--- config.mk ---
export PLATFORM = sky130hd
export DESIGN_NAME = dier_top
export DESIGN_NICKNAME = d
export VERILOG_FILES = /design/src/hw/dier_pkg.sv /design/src/hw/dier_top.sv
export SDC_FILE = /design/constraint.sdc
export NUM_CORES = 1
export LEC_CHECK = 0
export ABC_AREA = 1
export BUFFER_PORTS_ARGS = -buffer_cell sky130_fd_sc_hd__buf_2
export CORE_ASPECT_RATIO = 2
export CORE_UTILIZATION = 46
export DETAILED_ROUTE_END_ITERATION = 6
export GPL_TIMING_DRIVEN = 0
export PLACE_DENSITY = 0.76
export SLEW_MARGIN = 0
export SYNTH_ARGS = -nofsm -noshare
export SYNTH_HDL_FRONTEND = slang
export SYNTH_SLANG_ARGS = --single-unit
--- constraint.sdc ---
create_clock -name pclk -period 2.1 [get_ports pclk]
set_input_delay 0 -clock pclk [delete_from_list [all_inputs] [get_ports pclk]]
set_output_delay 0 -clock pclk [all_outputs]
set_load 0.02 [all_outputs]
--- src/hw/dier_pkg.sv ---
// Package with register map, field layouts and event codes of the I/O event reporter.
package dier_pkg;

  // Register byte offsets.
  localparam logic [11:0] ADDR_CTRL = 12'h000;
  localparam logic [11:0] ADDR_EDGE_EN = 12'h004;
  localparam logic [11:0] ADDR_CNT_EN = 12'h008;
  localparam logic [11:0] ADDR_EVENT = 12'h00c;
  localparam logic [11:0] ADDR_CHAN_MAP = 12'h010;
  localparam logic [11:0] ADDR_ACK = 12'h014;
  localparam logic [11:0] ADDR_DIAG = 12'h018;
  localparam logic [11:0] ADDR_IRQ_STAT = 12'h01c;
  localparam logic [11:0] ADDR_IRQ_MASK = 12'h020;
  localparam logic [11:0] ADDR_STATUS = 12'h024;

  // Reset values.
  localparam logic [31:0] EDGE_EN_RST = 32'h0000_0000;
  localparam logic [9:0] CNT_EN_RST = 10'h000;
  localparam logic [3:0] IRQ_MASK_RST = 4'h0;

  // Fields of the control register.
  localparam int CTRL_COUNT_MODE = 0;

  // Interrupt status bit positions.
  localparam int IRQ_EVENT = 0;
  localparam int IRQ_LOST = 1;
  localparam int IRQ_LOAD = 2;
  localparam int IRQ_ABSEQ = 3;
  localparam int IRQ_BITS = 4;

  // Diagnostic error codes.
  localparam logic [15:0] DIAG_NONE = 16'h0000;
  localparam logic [15:0] DIAG_LOAD_MISSING = 16'h0011;
  localparam logic [15:0] DIAG_IRQ_LOST = 16'h0016;
  localparam logic [15:0] DIAG_AB_SEQ = 16'h0500;

  // Event information fields.
  localparam logic [15:0] INFO_STRUCT_ID = 16'h0001;
  localparam logic [7:0] EVT_RISE = 8'h01;
  localparam logic [7:0] EVT_FALL = 8'h02;
  localparam logic [7:0] CNT_CHAN = 8'h10;
  localparam int NUM_CH = 16;
  localparam int NUM_CNT_EVT = 10;

  // Fault indicator blink: half period 250 ms at 125 MHz.
  localparam int BLINK_HALF_MS = 250;
  localparam int CLK_KHZ = 125000;
  localparam int BLINK_HALF_CYC = BLINK_HALF_MS * CLK_KHZ;

  // Pending event record handed to the host.
  typedef struct packed {
    logic [15:0] struct_id;
    logic [7:0] channel;
    logic [7:0] event_code;
  } dier_event_s;

  // Counter event strobes, bit n is event type n+1.
  typedef struct packed {
    logic direction;
    logic sync;
    logic capture;
    logic zero;
    logic cmp1;
    logic cmp0;
    logic underflow;
    logic overflow;
    logic gate_close;
    logic gate_open;
  } dier_cnt_evt_s;

  typedef enum logic [0:0] {
    ST_IDLE,
    ST_PENDING
  } dier_state_e;

endpackage : dier_pkg

--- src/hw/dier_top.sv ---
// Event reporter for the digital on-board I/O: edge and counter events, diagnostics, APB.
//
// Decided for this implementation: the register addresses and the APB slave port.
`timescale 1ns/1ns

// Summary of operation
// - Diagnostic event gives alarm and blinking fault
// - Missing load supply reports code 11h
// - Event during pending one dropped, code 16h
// - Bad encoder A/B sequence reports code 500h
// - Each input interrupts on rising, falling edge
// - Channel bit map word reports source channel, zero for counter events
// - Event info starts with identifier 0001h
// - Channel byte 00h to 0Fh follows, 10h for counter events
// - Gate open type 1, close type 2
// - Overflow type 3, underflow type 4
// - Compare output 0 type 5, 1 type 6
// - Non-pulse count change raises no compare
// - Zero crossing raises type 7
// - Capture raises type 8, counting mode only
// - Reference or input synchronization raises type 9
// - Direction change raises type 10
// - Direction resets 0, first step after reset silent
module dier_top
  import dier_pkg::*;
#(
  parameter int BLINK_HALF = BLINK_HALF_CYC
) (
  input wire logic pclk,
  input wire logic presetn,
  input wire logic psel,
  input wire logic penable,
  input wire logic pwrite,
  input wire logic [11:0] paddr,
  input wire logic [31:0] pwdata,
  output logic [31:0] prdata,
  output logic pready,
  output logic pslverr,
  input wire logic [15:0] digital_in,
  input wire logic load_supply_ok,
  input wire dier_cnt_evt_s cnt_evt,
  input wire logic cnt_by_pulse,
  input wire logic cnt_dir_down,
  input wire logic cnt_step,
  input wire logic ab_seq_error,
  output logic irq,
  output logic hw_irq,
  output logic diag_alarm,
  output logic fault_indicator,
  output logic direction_status_bit
);

  // APB decode; every access completes in its first access cycle.
  logic wr_en;
  logic rd_en;
  assign wr_en = psel & penable & pwrite;
  assign rd_en = psel & penable & ~pwrite;
  assign pready = 1'b1;

  // Register state.
  logic [31:0] edge_en;
  logic [31:0] next_edge_en;
  logic [9:0] cnt_en;
  logic [9:0] next_cnt_en;
  logic count_mode;
  logic next_count_mode;
  logic [3:0] irq_mask;
  logic [3:0] next_irq_mask;
  logic [3:0] irq_stat;
  logic [3:0] next_irq_stat;
  logic [15:0] diag_code;
  logic [15:0] next_diag_code;
  logic [15:0] in_q;
  logic [15:0] next_in_q;
  logic load_q;
  logic next_load_q;
  logic ab_q;
  logic next_ab_q;
  logic dir_valid;
  logic next_dir_valid;
  logic next_dir;
  dier_state_e state;
  dier_state_e next_state;
  dier_event_s evt;
  dier_event_s next_evt;
  logic [15:0] chan_map;
  logic [15:0] next_chan_map;
  logic [31:0] blink_cnt;
  logic [31:0] next_blink_cnt;
  logic blink;
  logic next_blink;

  // Raw event requests.
  logic [15:0] rise_req;
  logic [15:0] fall_req;
  logic [9:0] cnt_req;
  logic edge_any;
  logic cnt_any;
  logic load_event;
  logic ab_event;
  logic lost_event;
  logic ack_wr;
  logic [7:0] pick_chan;
  logic [7:0] pick_code;

  // Per channel edge detection, each edge gated by its own enable bit.
  // Pins are taken as synchronous, so no stages are spent on them here; a pin fed
  // from another clock domain needs a synchroniser ahead of this block.
  genvar g;
  generate
    for (g = 0; g < NUM_CH; g++) begin : g_edge
      assign rise_req[g] = digital_in[g] & ~in_q[g] & edge_en[g];
      assign fall_req[g] = ~digital_in[g] & in_q[g] & edge_en[g + NUM_CH];
    end
  endgenerate

  // Counter events, filtered by enables and by the qualifications they need.
  always_comb begin
    cnt_req = cnt_evt & cnt_en;
    // Compare matches after a load or preset are not real count pulses.
    if (!cnt_by_pulse) begin
      cnt_req[4] = 1'b0;
      cnt_req[5] = 1'b0;
    end
    cnt_req[7] = cnt_req[7] & count_mode;
    // Reversal only counts against a direction already seen since reset.
    cnt_req[9] = cnt_step & dir_valid & (cnt_dir_down != direction_status_bit)
      & cnt_en[9];
  end

  assign edge_any = |{rise_req, fall_req};
  assign cnt_any = |cnt_req;
  assign load_event = ~load_supply_ok & load_q;
  assign ab_event = ab_seq_error & ~ab_q;
  assign ack_wr = wr_en & (paddr == ADDR_ACK) & pwdata[0];

  // Choose the lowest numbered source: edges first, then counter types.
  // Sources that lose in the same cycle are not counted as lost, because the host
  // only ever sees one record; this keeps the lost flag for real overruns.
  always_comb begin
    pick_chan = 8'h00;
    pick_code = 8'h00;
    for (int i = NUM_CNT_EVT - 1; i >= 0; i--) begin
      if (cnt_req[i]) begin
        pick_chan = CNT_CHAN;
        pick_code = 8'(i + 1);
      end
    end
    for (int i = NUM_CH - 1; i >= 0; i--) begin
      if (fall_req[i]) begin
        pick_chan = 8'(i);
        pick_code = EVT_FALL;
      end
      if (rise_req[i]) begin
        pick_chan = 8'(i);
        pick_code = EVT_RISE;
      end
    end
  end

  // Pending event handshake; a new event while one waits is lost.
  always_comb begin
    next_state = state;
    next_evt = evt;
    next_chan_map = chan_map;
    lost_event = 1'b0;
    unique case (state)
      ST_IDLE: begin
        if (edge_any || cnt_any) begin
          next_state = ST_PENDING;
          next_evt.struct_id = INFO_STRUCT_ID;
          next_evt.channel = pick_chan;
          next_evt.event_code = pick_code;
          next_chan_map = edge_any ? (16'h0001 << pick_chan[3:0]) : 16'h0000;
        end
      end
      ST_PENDING: begin
        lost_event = edge_any | cnt_any;
        if (ack_wr) begin
          next_state = ST_IDLE;
        end
      end
    endcase
  end

  // Level history of the inputs whose edges are events.
  always_comb begin
    next_in_q = digital_in;
    next_load_q = load_supply_ok;
    next_ab_q = ab_seq_error;
  end

  // Direction tracking; the first step after reset only records a direction.
  always_comb begin
    next_dir = direction_status_bit;
    next_dir_valid = dir_valid;
    if (cnt_step) begin
      next_dir = cnt_dir_down;
      next_dir_valid = 1'b1;
    end
  end

  // Software control registers; writes to read-only or unmapped words are ignored.
  always_comb begin
    next_edge_en = edge_en;
    next_cnt_en = cnt_en;
    next_count_mode = count_mode;
    next_irq_mask = irq_mask;
    if (wr_en) begin
      unique case (paddr)
        ADDR_CTRL: next_count_mode = pwdata[CTRL_COUNT_MODE];
        ADDR_EDGE_EN: next_edge_en = pwdata;
        ADDR_CNT_EN: next_cnt_en = pwdata[9:0];
        ADDR_IRQ_MASK: next_irq_mask = pwdata[3:0];
        default: ;
      endcase
    end
  end

  // Sticky status; hardware sets follow the software clear, so a same-cycle event wins.
  always_comb begin
    next_irq_stat = irq_stat;
    if (wr_en && paddr == ADDR_IRQ_STAT) begin
      next_irq_stat = irq_stat & ~pwdata[3:0];
    end
    if (next_state == ST_PENDING && state == ST_IDLE) begin
      next_irq_stat[IRQ_EVENT] = 1'b1;
    end
    if (lost_event) begin
      next_irq_stat[IRQ_LOST] = 1'b1;
    end
    if (ab_event) begin
      next_irq_stat[IRQ_ABSEQ] = 1'b1;
    end
    if (load_event) begin
      next_irq_stat[IRQ_LOAD] = 1'b1;
    end
  end

  // Diagnostic code; any write to the diagnostic word clears it. With several faults in one cycle the supply
  // loss is kept, as it is the likeliest cause of the others.
  always_comb begin
    next_diag_code = diag_code;
    if (wr_en && paddr == ADDR_DIAG) begin
      next_diag_code = DIAG_NONE;
    end
    if (lost_event) begin
      next_diag_code = DIAG_IRQ_LOST;
    end
    if (ab_event) begin
      next_diag_code = DIAG_AB_SEQ;
    end
    if (load_event) begin
      next_diag_code = DIAG_LOAD_MISSING;
    end
  end

  // Blink timer runs only while a diagnostic code is reported.
  always_comb begin
    next_blink_cnt = blink_cnt;
    next_blink = blink;
    if (diag_code == DIAG_NONE) begin
      next_blink_cnt = 32'h0000_0000;
      next_blink = 1'b0;
    end else if (blink_cnt >= 32'(BLINK_HALF - 1)) begin
      next_blink_cnt = 32'h0000_0000;
      next_blink = ~blink;
    end else begin
      next_blink_cnt = blink_cnt + 32'h0000_0001;
    end
  end

  // Pending event registers.
  always_ff @(posedge pclk or negedge presetn) begin
    if (!presetn) begin
      state <= ST_IDLE;
      evt <= '0;
      chan_map <= 16'h0000;
    end else begin
      state <= next_state;
      evt <= next_evt;
      chan_map <= next_chan_map;
    end
  end

  // Software control registers.
  always_ff @(posedge pclk or negedge presetn) begin
    if (!presetn) begin
      edge_en <= EDGE_EN_RST;
      cnt_en <= CNT_EN_RST;
      count_mode <= 1'b0;
      irq_mask <= IRQ_MASK_RST;
    end else begin
      edge_en <= next_edge_en;
      cnt_en <= next_cnt_en;
      count_mode <= next_count_mode;
      irq_mask <= next_irq_mask;
    end
  end

  // Sticky status register.
  always_ff @(posedge pclk or negedge presetn) begin
    if (!presetn) begin
      irq_stat <= 4'h0;
    end else begin
      irq_stat <= next_irq_stat;
    end
  end

  // Diagnostic code register.
  always_ff @(posedge pclk or negedge presetn) begin
    if (!presetn) begin
      diag_code <= DIAG_NONE;
    end else begin
      diag_code <= next_diag_code;
    end
  end

  // Input history; the supply starts as present so that reset gives no false loss edge.
  always_ff @(posedge pclk or negedge presetn) begin
    if (!presetn) begin
      in_q <= 16'h0000;
      load_q <= 1'b1;
      ab_q <= 1'b0;
    end else begin
      in_q <= next_in_q;
      load_q <= next_load_q;
      ab_q <= next_ab_q;
    end
  end

  // Direction status and whether any step has been seen since reset.
  always_ff @(posedge pclk or negedge presetn) begin
    if (!presetn) begin
      direction_status_bit <= 1'b0;
      dir_valid <= 1'b0;
    end else begin
      direction_status_bit <= next_dir;
      dir_valid <= next_dir_valid;
    end
  end

  // Blink timer registers.
  always_ff @(posedge pclk or negedge presetn) begin
    if (!presetn) begin
      blink_cnt <= 32'h0000_0000;
      blink <= 1'b0;
    end else begin
      blink_cnt <= next_blink_cnt;
      blink <= next_blink;
    end
  end

  // Read mux; unmapped addresses read zero and answer with an error.
  always_comb begin
    prdata = 32'h0000_0000;
    pslverr = 1'b0;
    unique case (paddr)
      ADDR_CTRL: prdata = {31'h0, count_mode};
      ADDR_EDGE_EN: prdata = edge_en;
      ADDR_CNT_EN: prdata = {22'h0, cnt_en};
      ADDR_EVENT: prdata = evt;
      ADDR_CHAN_MAP: prdata = {16'h0, chan_map};
      ADDR_ACK: prdata = {31'h0, state == ST_PENDING};
      ADDR_DIAG: prdata = {16'h0, diag_code};
      ADDR_IRQ_STAT: prdata = {28'h0, irq_stat};
      ADDR_IRQ_MASK: prdata = {28'h0, irq_mask};
      ADDR_STATUS: prdata = {29'h0, blink, load_supply_ok, direction_status_bit};
      default: pslverr = psel & penable;
    endcase
    if (!rd_en) begin
      prdata = 32'h0000_0000;
    end
  end

  // Interrupt and indicator outputs.
  assign irq = |(irq_stat & irq_mask);
  assign hw_irq = (state == ST_PENDING);
  assign diag_alarm = (diag_code != DIAG_NONE);
  assign fault_indicator = blink;

endmodule : dier_top

---- After elaboration in Yosys (flattened, before gate mapping) ----
Cells that the tools add are included.
storage, ports and cells
  bits of input ports ..................... 80
  word-level logic and storage cells ...... 279
  register bits after elaboration ......... 154
  output and inout port bits .............. 39
operators by class
  $lt $le $gt $ge ......................... 1
  reductions and logical operators ........ 22
  multiplexer cells ....................... 106
  equality and inequality tests ........... 10
  bitwise logic cells ..................... 117
  shift operators ......................... 1
  add/sub/neg operators ................... 1
operators by type and width
  operator                                               count
  two-way mux 8 bit                                      73
  case mux 32 bit (10 select lines)                      1
  two-way mux 32 bit                                     3
  two-way mux 16 bit                                     5
  AND 1 bit                                              75
  equality test 12 x 5 -> 1 bit, second input constant   4
  NOT 1 bit                                              37
  adder 32 x 1 -> 32 bit, second input constant          1
  >= comparator 32 x 25 -> 1 bit, second input constant  1
  OR reduction 32 bit                                    1
  two-way mux 5 bit                                      6
  equality test 12 x 4 -> 1 bit, second input constant   2
  equality test 12 x 6 -> 1 bit, second input constant   2
  two-way mux 4 bit                                      6
  OR reduction 10 bit                                    2
  zero test 16 bit                                       1
  nonzero test 16 bit                                    1
  << shifter 1 x 4 -> 16 bit, first input constant       1
  equality test 12 x 3 -> 1 bit, second input constant   1
  zero test 12 bit                                       1
  two-way mux 1 bit                                      10
  AND reduction 2 bit                                    5
  nonzero test 2 bit                                     5
  AND 9 bit                                              1
  10 further kinds                                       13

---- Logic depth before layout (Yosys ltp) ----
Gate-level depths: netlist (run 1).
  word-level depth ........................ 47
  gate-level depth with buffers ........... 24
  depth with buffers taken out ............ 24

---- Least setup slack after synthesis (run 1) ----
Ideal clock, no wire load.
  kind .................................... register to register
  from .................................... register blink_cnt[0]
  to ...................................... register blink_cnt[22]
  stages on the path, launching flop included .. 14
  setup slack ............................. 0.016 ns
  period minus slack after synthesis ...... 2.084 ns
  data required time ...................... 1.971 ns
  setup time .............................. 0.129 ns
  arrival ................................. 1.954 ns
  path buffers ............................ 0
  path through ............................ dfrtp_1 -> ha_1 -> nand3_2 -> nor2_4 -> nand2_2 -> nor3_4 -> nand3_2 -> nor3_4 -> nand2_2 -> nor3_4 -> nand3_2 -> nor2_4 -> and3_1 -> nor3_2
between the ends
  word-level cells in the longest chain between the ends .. 3
  elaborated cells on any way between the ends .. 4
  those cells by class .................... add/sub: 1; order compare: 1; mux: 2
RTL lines
  what                                                                             RTL line                          text
  from (decl)                                                                      dier_top.sv:88                    logic [31:0] blink_cnt;
  from (signal assigned)                                                           dier_top.sv:349                   blink_cnt <= next_blink_cnt;
  adder 32 x 1 -> 32 bit / >= comparator 32 x 25 -> 1 bit (equally long branches)  dier_top.sv:269, dier_top.sv:265
  two-way mux 32 bit (*)                                                           dier_top.sv:265                   end else if (blink_cnt >= 32'(BLINK_HALF - 1)) begin
  two-way mux 32 bit (*)                                                           dier_top.sv:262                   if (diag_code == DIAG_NONE) begin
  named net next_blink_cnt[22]                                                     dier_top.sv:89                    logic [31:0] next_blink_cnt;
The timed path passes the listed nets; every way through them passes the cells marked *.
A chain may end at the register's enable or synchronous reset.

---- Worst setup path in the final report (run 1) ----
  from .................................... register blink_cnt[0]
  to ...................................... register blink_cnt[18]
The elaborated chain is that of the path after synthesis.

==> results of run 1 <==
cell families after synthesis:
logic type | after synthesis
and+or+nand+nor | 428
buffers and inverters | 170
AOI/OAI and AO/OA | 142
DFF | 135
xor gates and xnor gates | 14
muxes | 5
other | 2
adders and majority gates | 1
critical path, cell delays in order (launching register included):
cell,delay (ps)
dfrtp_1,400
buf_4,150
ha_4,160
nand3_4,90
buf_4,110
nand2_2,40
inv_2,60
o2111ai_2,110
nand3_2,100
a31oi_2,100
o31ai_1,230
nand4_1,130
buf_6,170
buf_6,130
nor3_1,170
placed cells by master, fill, tap and decap left out, drive strengths merged, types with 5 or more instances in the layout:
master / netlist / final
nand2: 190 / 190
buf: 5 / 154
inv: 146 / 149
dfrtp: 134 / 134
nor2: 129 / 129
o21ai: 62 / 62
dlygate4sd3: 0 / 55
nor3: 50 / 50
nand3: 43 / 43
a21oi: 40 / 40
clkbuf: 15 / 35
o22ai: 14 / 14
nand4: 10 / 10
a221oi: 9 / 9
xor2: 8 / 8
conb: 2 / 8
xnor2: 6 / 6
clkinv: 4 / 6
mux2: 5 / 5
clkinvlp: 0 / 5
metal layers:
layer  vias up  global-route usage (%)  share of wire, %
met3       154                    6.11               5.2
met1      3349                    30.5                33
met2       358                    55.0                52
li1       3340                       -                 -
met4         0                    24.9               9.8
met5         -                       0                 0
what timing repair did:
| action | 4_1_cts | 5_1_grt |
|---|---|---|
| buffers inserted | 15 | 15 |
| hold buffers | 55 | 0 |
| hold endpoints to repair | 206 | 0 |
| pin swaps | 13 | 30 |
| resized for setup | 41 | 115 |
| setup endpoints to repair | 75 | 80 |
| gates cloned | 1 | 2 |
per-stage QoR:
step	setup slack, ps	total power [uW]	utilization (%)	hold slack [ps]	setup TNS [ps]
2_1_floorplan	16.3	3020	-	-296	0
3_3_place_gp	-819	3240	52.6	123	-129200
3_5_place_dp	-383	3260	52.8	-61.4	-23960
4_1_cts	-106	6470	62.5	23.1	-151
5_1_grt	-255	6790	66.0	102	-7170
6_report	-156	6570	66.0	45.7	-1660
registers in the layout, indices dropped and copies added, names as in the netlist:
register	count
ab_q	1
blink_cnt	32
chan_map	16
cnt_en	10
count_mode	1
diag_code	4
dir_valid	1
direction_status_bit	1
edge_en	32
evt	10
fault_indicator	1
hw_irq	1
in_q	16
irq_mask	4
irq_stat	4
load_q	1
Yosys cell counts, types with 3 or more instances:
| master | count |
|---|---|
| a221oi_1 | 9 |
| o22ai_1 | 14 |
| nand2_2 | 3 |
| inv_1 | 137 |
| nor3_2 | 3 |
| nor2_1 | 126 |
| o21ai_1 | 13 |
| xor2_1 | 8 |
| a2111oi_0 | 3 |
| inv_2 | 9 |
| clkinv_1 | 4 |
| o31ai_1 | 3 |
| o21ai_0 | 49 |
| mux2_2 | 5 |
| nor3_1 | 43 |
| nand3_2 | 3 |
| nor3_4 | 4 |
| xnor2_1 | 6 |
| a31oi_1 | 3 |
| dfrtp_1 | 134 |
| clkbuf_1 | 15 |
| nand2_1 | 187 |
| nand3_1 | 40 |
| a21oi_1 | 39 |
| nand4_1 | 10 |
how the worst max path moves through the flow:
| stage | slack, ps | end | from | depth (start not counted) |
|---|---|---|---|---|
| 4_1_cts | -110 | blink_cnt[22] | blink_cnt[0] | 13 |
| 3_5_place_dp | -380 | blink_cnt[20] | blink_cnt[0] | 11 |
| 2_1_floorplan | 20 | blink_cnt[22] | blink_cnt[0] | 13 |
| 5_1_grt | -250 | blink_cnt[22] | blink_cnt[0] | 14 |
| 3_3_place_gp | -820 | blink_cnt[8] | presetn | 1 |
| 6_report | -160 | blink_cnt[18] | blink_cnt[0] | 14 |
where the power goes:
group / internal, uW / total (uW) / leakage, uW / switching (uW)
Clock: 1940 / 3160 / 0.000293 / 1220
Combinational: 271 / 657 / 0.00281 / 386
Sequential: 2700 / 2750 / 0.00168 / 55.9
Total: 4910 / 6570 / 0.00478 / 1660
layout make-up:
class,instances,area [um2]
fillers,1158,5010
flip-flops and latches,135,3380
multi-input cells,598,3330
clock inverters,13,169
repair buffers,205,1460
plain buffers,20,129
inverters,150,568
well taps,195,244
clock buffers,19,453
==> results.json, run 1 <==
{
  "ys_seq_elements": 135,
  "yosysTopAreaCell": "dfrtp_1",
  "rows": 63,
  "hold_path_class": "in2reg",
  "synth_area_per_cell_um2": 7.70,
  "numCtsBuffers": 17,
  "pin_count": 119,
  "antenna_found_initial": 0,
  "synth_area_mm2": 0.00691,
  "r2r_start": "blink_cnt[0]",
  "synthSimpleGateAreaFrac_pct": 27.1,
  "fin_ws_ps": -156,
  "synthArstFlopShare_pct": 100,
  "clock_skew_ps": 12.5,
  "portBuffers": 116,
  "gp_congestion": 0.988,
  "slew_headroom_pct": 54.2,
  "h-tree-depth": 4,
  "hp-start": "pwrite",
  "crit-reg2reg-capture": "blink_cnt[18]",
  "worst_setup_path_start_kind": "register",
  "peakVddDrop_mv": 0.593,
  "dp_hpwl_mm": 16.1,
  "tightest_slew_ps": 686,
  "grt_pass1_vias": 7181,
  "dr.pass1.iters": 6,
  "grt_pass1_wl_mm": 35.5,
  "fin_crit_ps": 2260,
  "initial_core_util_pct": 46.8,
  "synth_top_family_by_area": "simple AND/OR/NAND/NOR gates",
  "synth_cells": 897,
  "cts.path.max_buffers": 2,
  "synth_xor_area_share_pct": 1.78,
  "synth_flop_cell": "dfrtp_1",
  "cp.arrival_ps": 2580,
  "die-width_um": 88.6,
  "synth_edf_count": 0,
  "finalCritPeriodShare_pct": 107,
  "num_vias": 7201,
  "min_to": "count_mode",
  "place_area_mm2": 0.00779,
  "synthMuxAreaShare_pct": 0.815,
  "critPathMaxFanout": 6,
  "r2r_slack_ps": -160,
  "synth.area.top_cells": "dfrtp_1 49%, nand2_1 10%, inv_1 7.4%",
  "worst_ep_required_time_ps": 2430,
  "clk-insertion-delay-late_ps": 430,
  "reg2reg_depth": 14,
  "clock-sinks": 135,
  "layout.cells.non_filler": 1335,
  "yosysWarnings": 0,
  "rsz0062_at_grt": "yes",
  "die_height_um": 175,
  "max_freq_mhz": 443,
  "root_buffer": "clkbuf_16",
  "path_clk_slew_ps": 60,
  "fin_area_mm2": 0.00973,
  "violations": "negative setup slack",
  "hold_viol": 0,
  "drive_gt1_share_pct": 28.9,
  "synthDistinctLibCells": 45,
  "dp.cells": 1215,
  "routed_wl_mm": 23.5,
  "die_area_mm2": 0.0155,
  "antenna_cells": 0,
  "outcome": "finished, violations left",
  "tritoncts": "done",
  "drc": 0,
  "synth-compound-area-share_pct": 11.8,
  "final_antenna_net_count": 0,
  "ys_seq_area_share_pct": 48.9,
  "critPathKind": "reg2reg",
  "core_mm2": 0.0147,
  "drtIter0Drc": 591,
  "leakage_uw": 0.00478,
  "yosys.area.top_type_share_pct": 48.6,
  "grtUsageTotal_pct": 31.2,
  "maxSlewViolCount": 0,
  "cp-end-kind": "register",
  "wire_per_inst_um": 17.6,
  "setup_viol": 27,
  "final_nets": 1208,
  "area_growth_pct": 40.9,
  "worstHoldPathCells": 4,
  "grt_max_degree": 96,
  "synthAdderAreaFrac_pct": 0.181,
  "maxCapViolCount": 0,
  "grt_overflow": 0,
  "powerDensity_mw_per_mm2": 675,
  "avgViaCountPerCell": 5.39
}
No activity file was read; power rests on OpenSTA's default activity.
==> run 2: changes to the inputs <==
- PLACE_DENSITY: 0.76 -> 0.7
==> run 2 against run 1 <==
Compared with the run above:
- the flow still finishes with violations (negative setup slack)
- wire length decreased by 0.48%
- non-clock buffer count increased by 4
- global-route usage increased by 0.41 points
- combinational power about the same
- sequential power about the same
- first-iteration DRC count decreased by 25%
- cell count increased by 0.30%
- flip-flop and latch count unchanged
- clock skew decreased by 4.4 ps
==> results.json, run 2 (synthesis results as in run 1) <==
{
  "tritoncts": "done",
  "reg_top3": "blink_cnt x32, edge_en x32",
  "die-width_um": 88.6,
  "tightest_slew_ps": 783,
  "grt_pass1_wl_mm": 35.7,
  "routed_wl_mm": 23.4,
  "cp.arrival_ps": 2530,
  "outcome": "finished, violations left",
  "hold_path_class": "in2reg",
  "path_clk_slew_ps": 60,
  "rsz0062_at_grt": "yes",
  "max_freq_mhz": 452,
  "final_nets": 1212,
  "drtIter0Drc": 445,
  "crit-reg2reg-capture": "blink_cnt[22]",
  "power_uw": 6550,
  "die_area_mm2": 0.0155,
  "maxCapViolCount": 0,
  "maxSlewViolCount": 0,
  "violations": "negative setup slack",
  "wire_per_inst_um": 17.5,
  "num_vias": 7098,
  "grtUsageTotal_pct": 31.6,
  "pin_count": 119,
  "numCtsBuffers": 17,
  "clock-sinks": 135,
  "fin_crit_ps": 2210,
  "r2r_start": "blink_cnt[0]",
  "dp_hpwl_mm": 16.5,
  "setup_viol": 22,
  "place_area_mm2": 0.00779,
  "critPathMaxFanout": 4,
  "area_growth_pct": 42.5,
  "min_to": "count_mode",
  "die_height_um": 175,
  "worst_setup_path_start_kind": "register",
  "h-tree-depth": 4,
  "antenna_cells": 0,
  "final_common_cell": "nand2_1",
  "portBuffers": 116,
  "rows": 63,
  "grt_pass1_vias": 7143,
  "finalCritPeriodShare_pct": 105,
  "fin_ws_ps": -110,
  "initial_core_util_pct": 46.8,
  "worstHoldPathCells": 4,
  "nFillCells": 1219,
  "dr.pass1.iters": 5,
  "peakVddDrop_mv": 0.538,
  "leakage_uw": 0.00481,
  "powerDensity_mw_per_mm2": 666,
  "root_buffer": "clkbuf_16",
  "worst_ep_required_time_ps": 2420,
  "r2r_slack_ps": -110,
  "hp-start": "paddr[5]",
  "reg2reg_depth": 13,
  "final_antenna_net_count": 0,
  "antenna_found_initial": 0,
  "cts.path.max_buffers": 2,
  "critPathKind": "reg2reg",
  "clock_skew_ps": 8.13,
  "drive_gt1_share_pct": 30.8,
  "gp_congestion": 0.999,
  "slew_headroom_pct": 47.6,
  "avgViaCountPerCell": 5.30,
  "final_cell_mix": "163 x nand2_1, 132 x dfrtp_1, 127 x inv_1",
  "cp-end-kind": "register",
  "core_mm2": 0.0147,
  "grt_max_degree": 86,
  "drc": 0,
  "clk-insertion-delay-late_ps": 420,
  "hold_viol": 0,
  "grt_overflow": 0,
  "fin_area_mm2": 0.00984
}
run 2: changes by cell type in the layout (fill, tap and decap cells not counted), sizes merged:
| cell | change |
|---|---|
| buf | +6 |
| clkbuf | -2 |
| clkinv | +2 |
| clkinvlp | -1 |
| inv | -1 |
run 2: how the worst max path moves through the flow:
stage,startpoint,endpoint,slack (ps),cells after the start
final,blink_cnt[0],blink_cnt[22],-110,13
after global routing,blink_cnt[0],blink_cnt[23],-250,13
after detailed placement,edge_en[4],evt[2],-480,11
after global placement,presetn,blink_cnt[1],-840,1
after floorplan,blink_cnt[0],blink_cnt[22],20,13
after CTS,blink_cnt[0],blink_cnt[22],-150,13
run 2: area by class of cell:
class / instances / area, um2 / area share (%)
Buffer: 20 / 145 / 1.48
Inverter: 150 / 567 / 5.76
Clock buffer: 19 / 453 / 4.60
Sequential cell: 135 / 3380 / 34.4
Tap cell: 195 / 244 / 2.48
Clock inverter: 13 / 170 / 1.73
Multi-Input combinational cell: 598 / 3430 / 34.8
Timing Repair Buffer: 209 / 1450 / 14.8
run 2: stage by stage:
step / setup slack, ps / instances / hold slack [ps] / TNS [ps] / util [%]
2_1_floorplan: 16.3 / 903 / -296 / 0 / -
3_3_place_gp: -844 / 1214 / 118 / -134910 / 52.6
3_5_place_dp: -475 / 1215 / -18.2 / -25300 / 52.8
4_1_cts: -150 / 1319 / 34.5 / -463 / 62.9
5_1_grt: -253 / 1339 / 64.5 / -3440 / 66.7
6_report: -110 / 1339 / 8.71 / -1140 / 66.7
run 2: metal layers:
layer | vias up | share of wire, % | GRT usage (%)
met3 | 121 | 4.5 | 5.69
met5 | - | 0 | 0
met1 | 3334 | 34 | 31.8
met4 | 0 | 8.3 | 23.8
met2 | 296 | 54 | 55.8
li1 | 3347 | - | -
run 2: critical path, stage by stage (launching register included):
cell     delay [ps]
dfrtp_1         370
ha_2            220
nand3_4          90
nor2_4          100
nand2_2          90
nor3_4          160
nand3_2         120
nor3_4          150
nand2_2         100
nor3_4          190
nand3_2         120
nor2_4          150
and3_4          200
nor3_2           40
run 2: power by group:
group | internal (uW) | switching, uW
logic | 267 | 387
registers | 2700 | 53.1
clock network | 1940 | 1200
total | 4910 | 1640
run 2: repair_timing:
| item | CTS | global route |
|---|---|---|
| setup buffers | 18 | 21 |
| endpoints found under the hold margin | 123 | 0 |
| gates resized for setup | 48 | 135 |
| pin swaps | 11 | 31 |
| setup endpoints to repair | 73 | 81 |
| hold buffers | 55 | 0 |
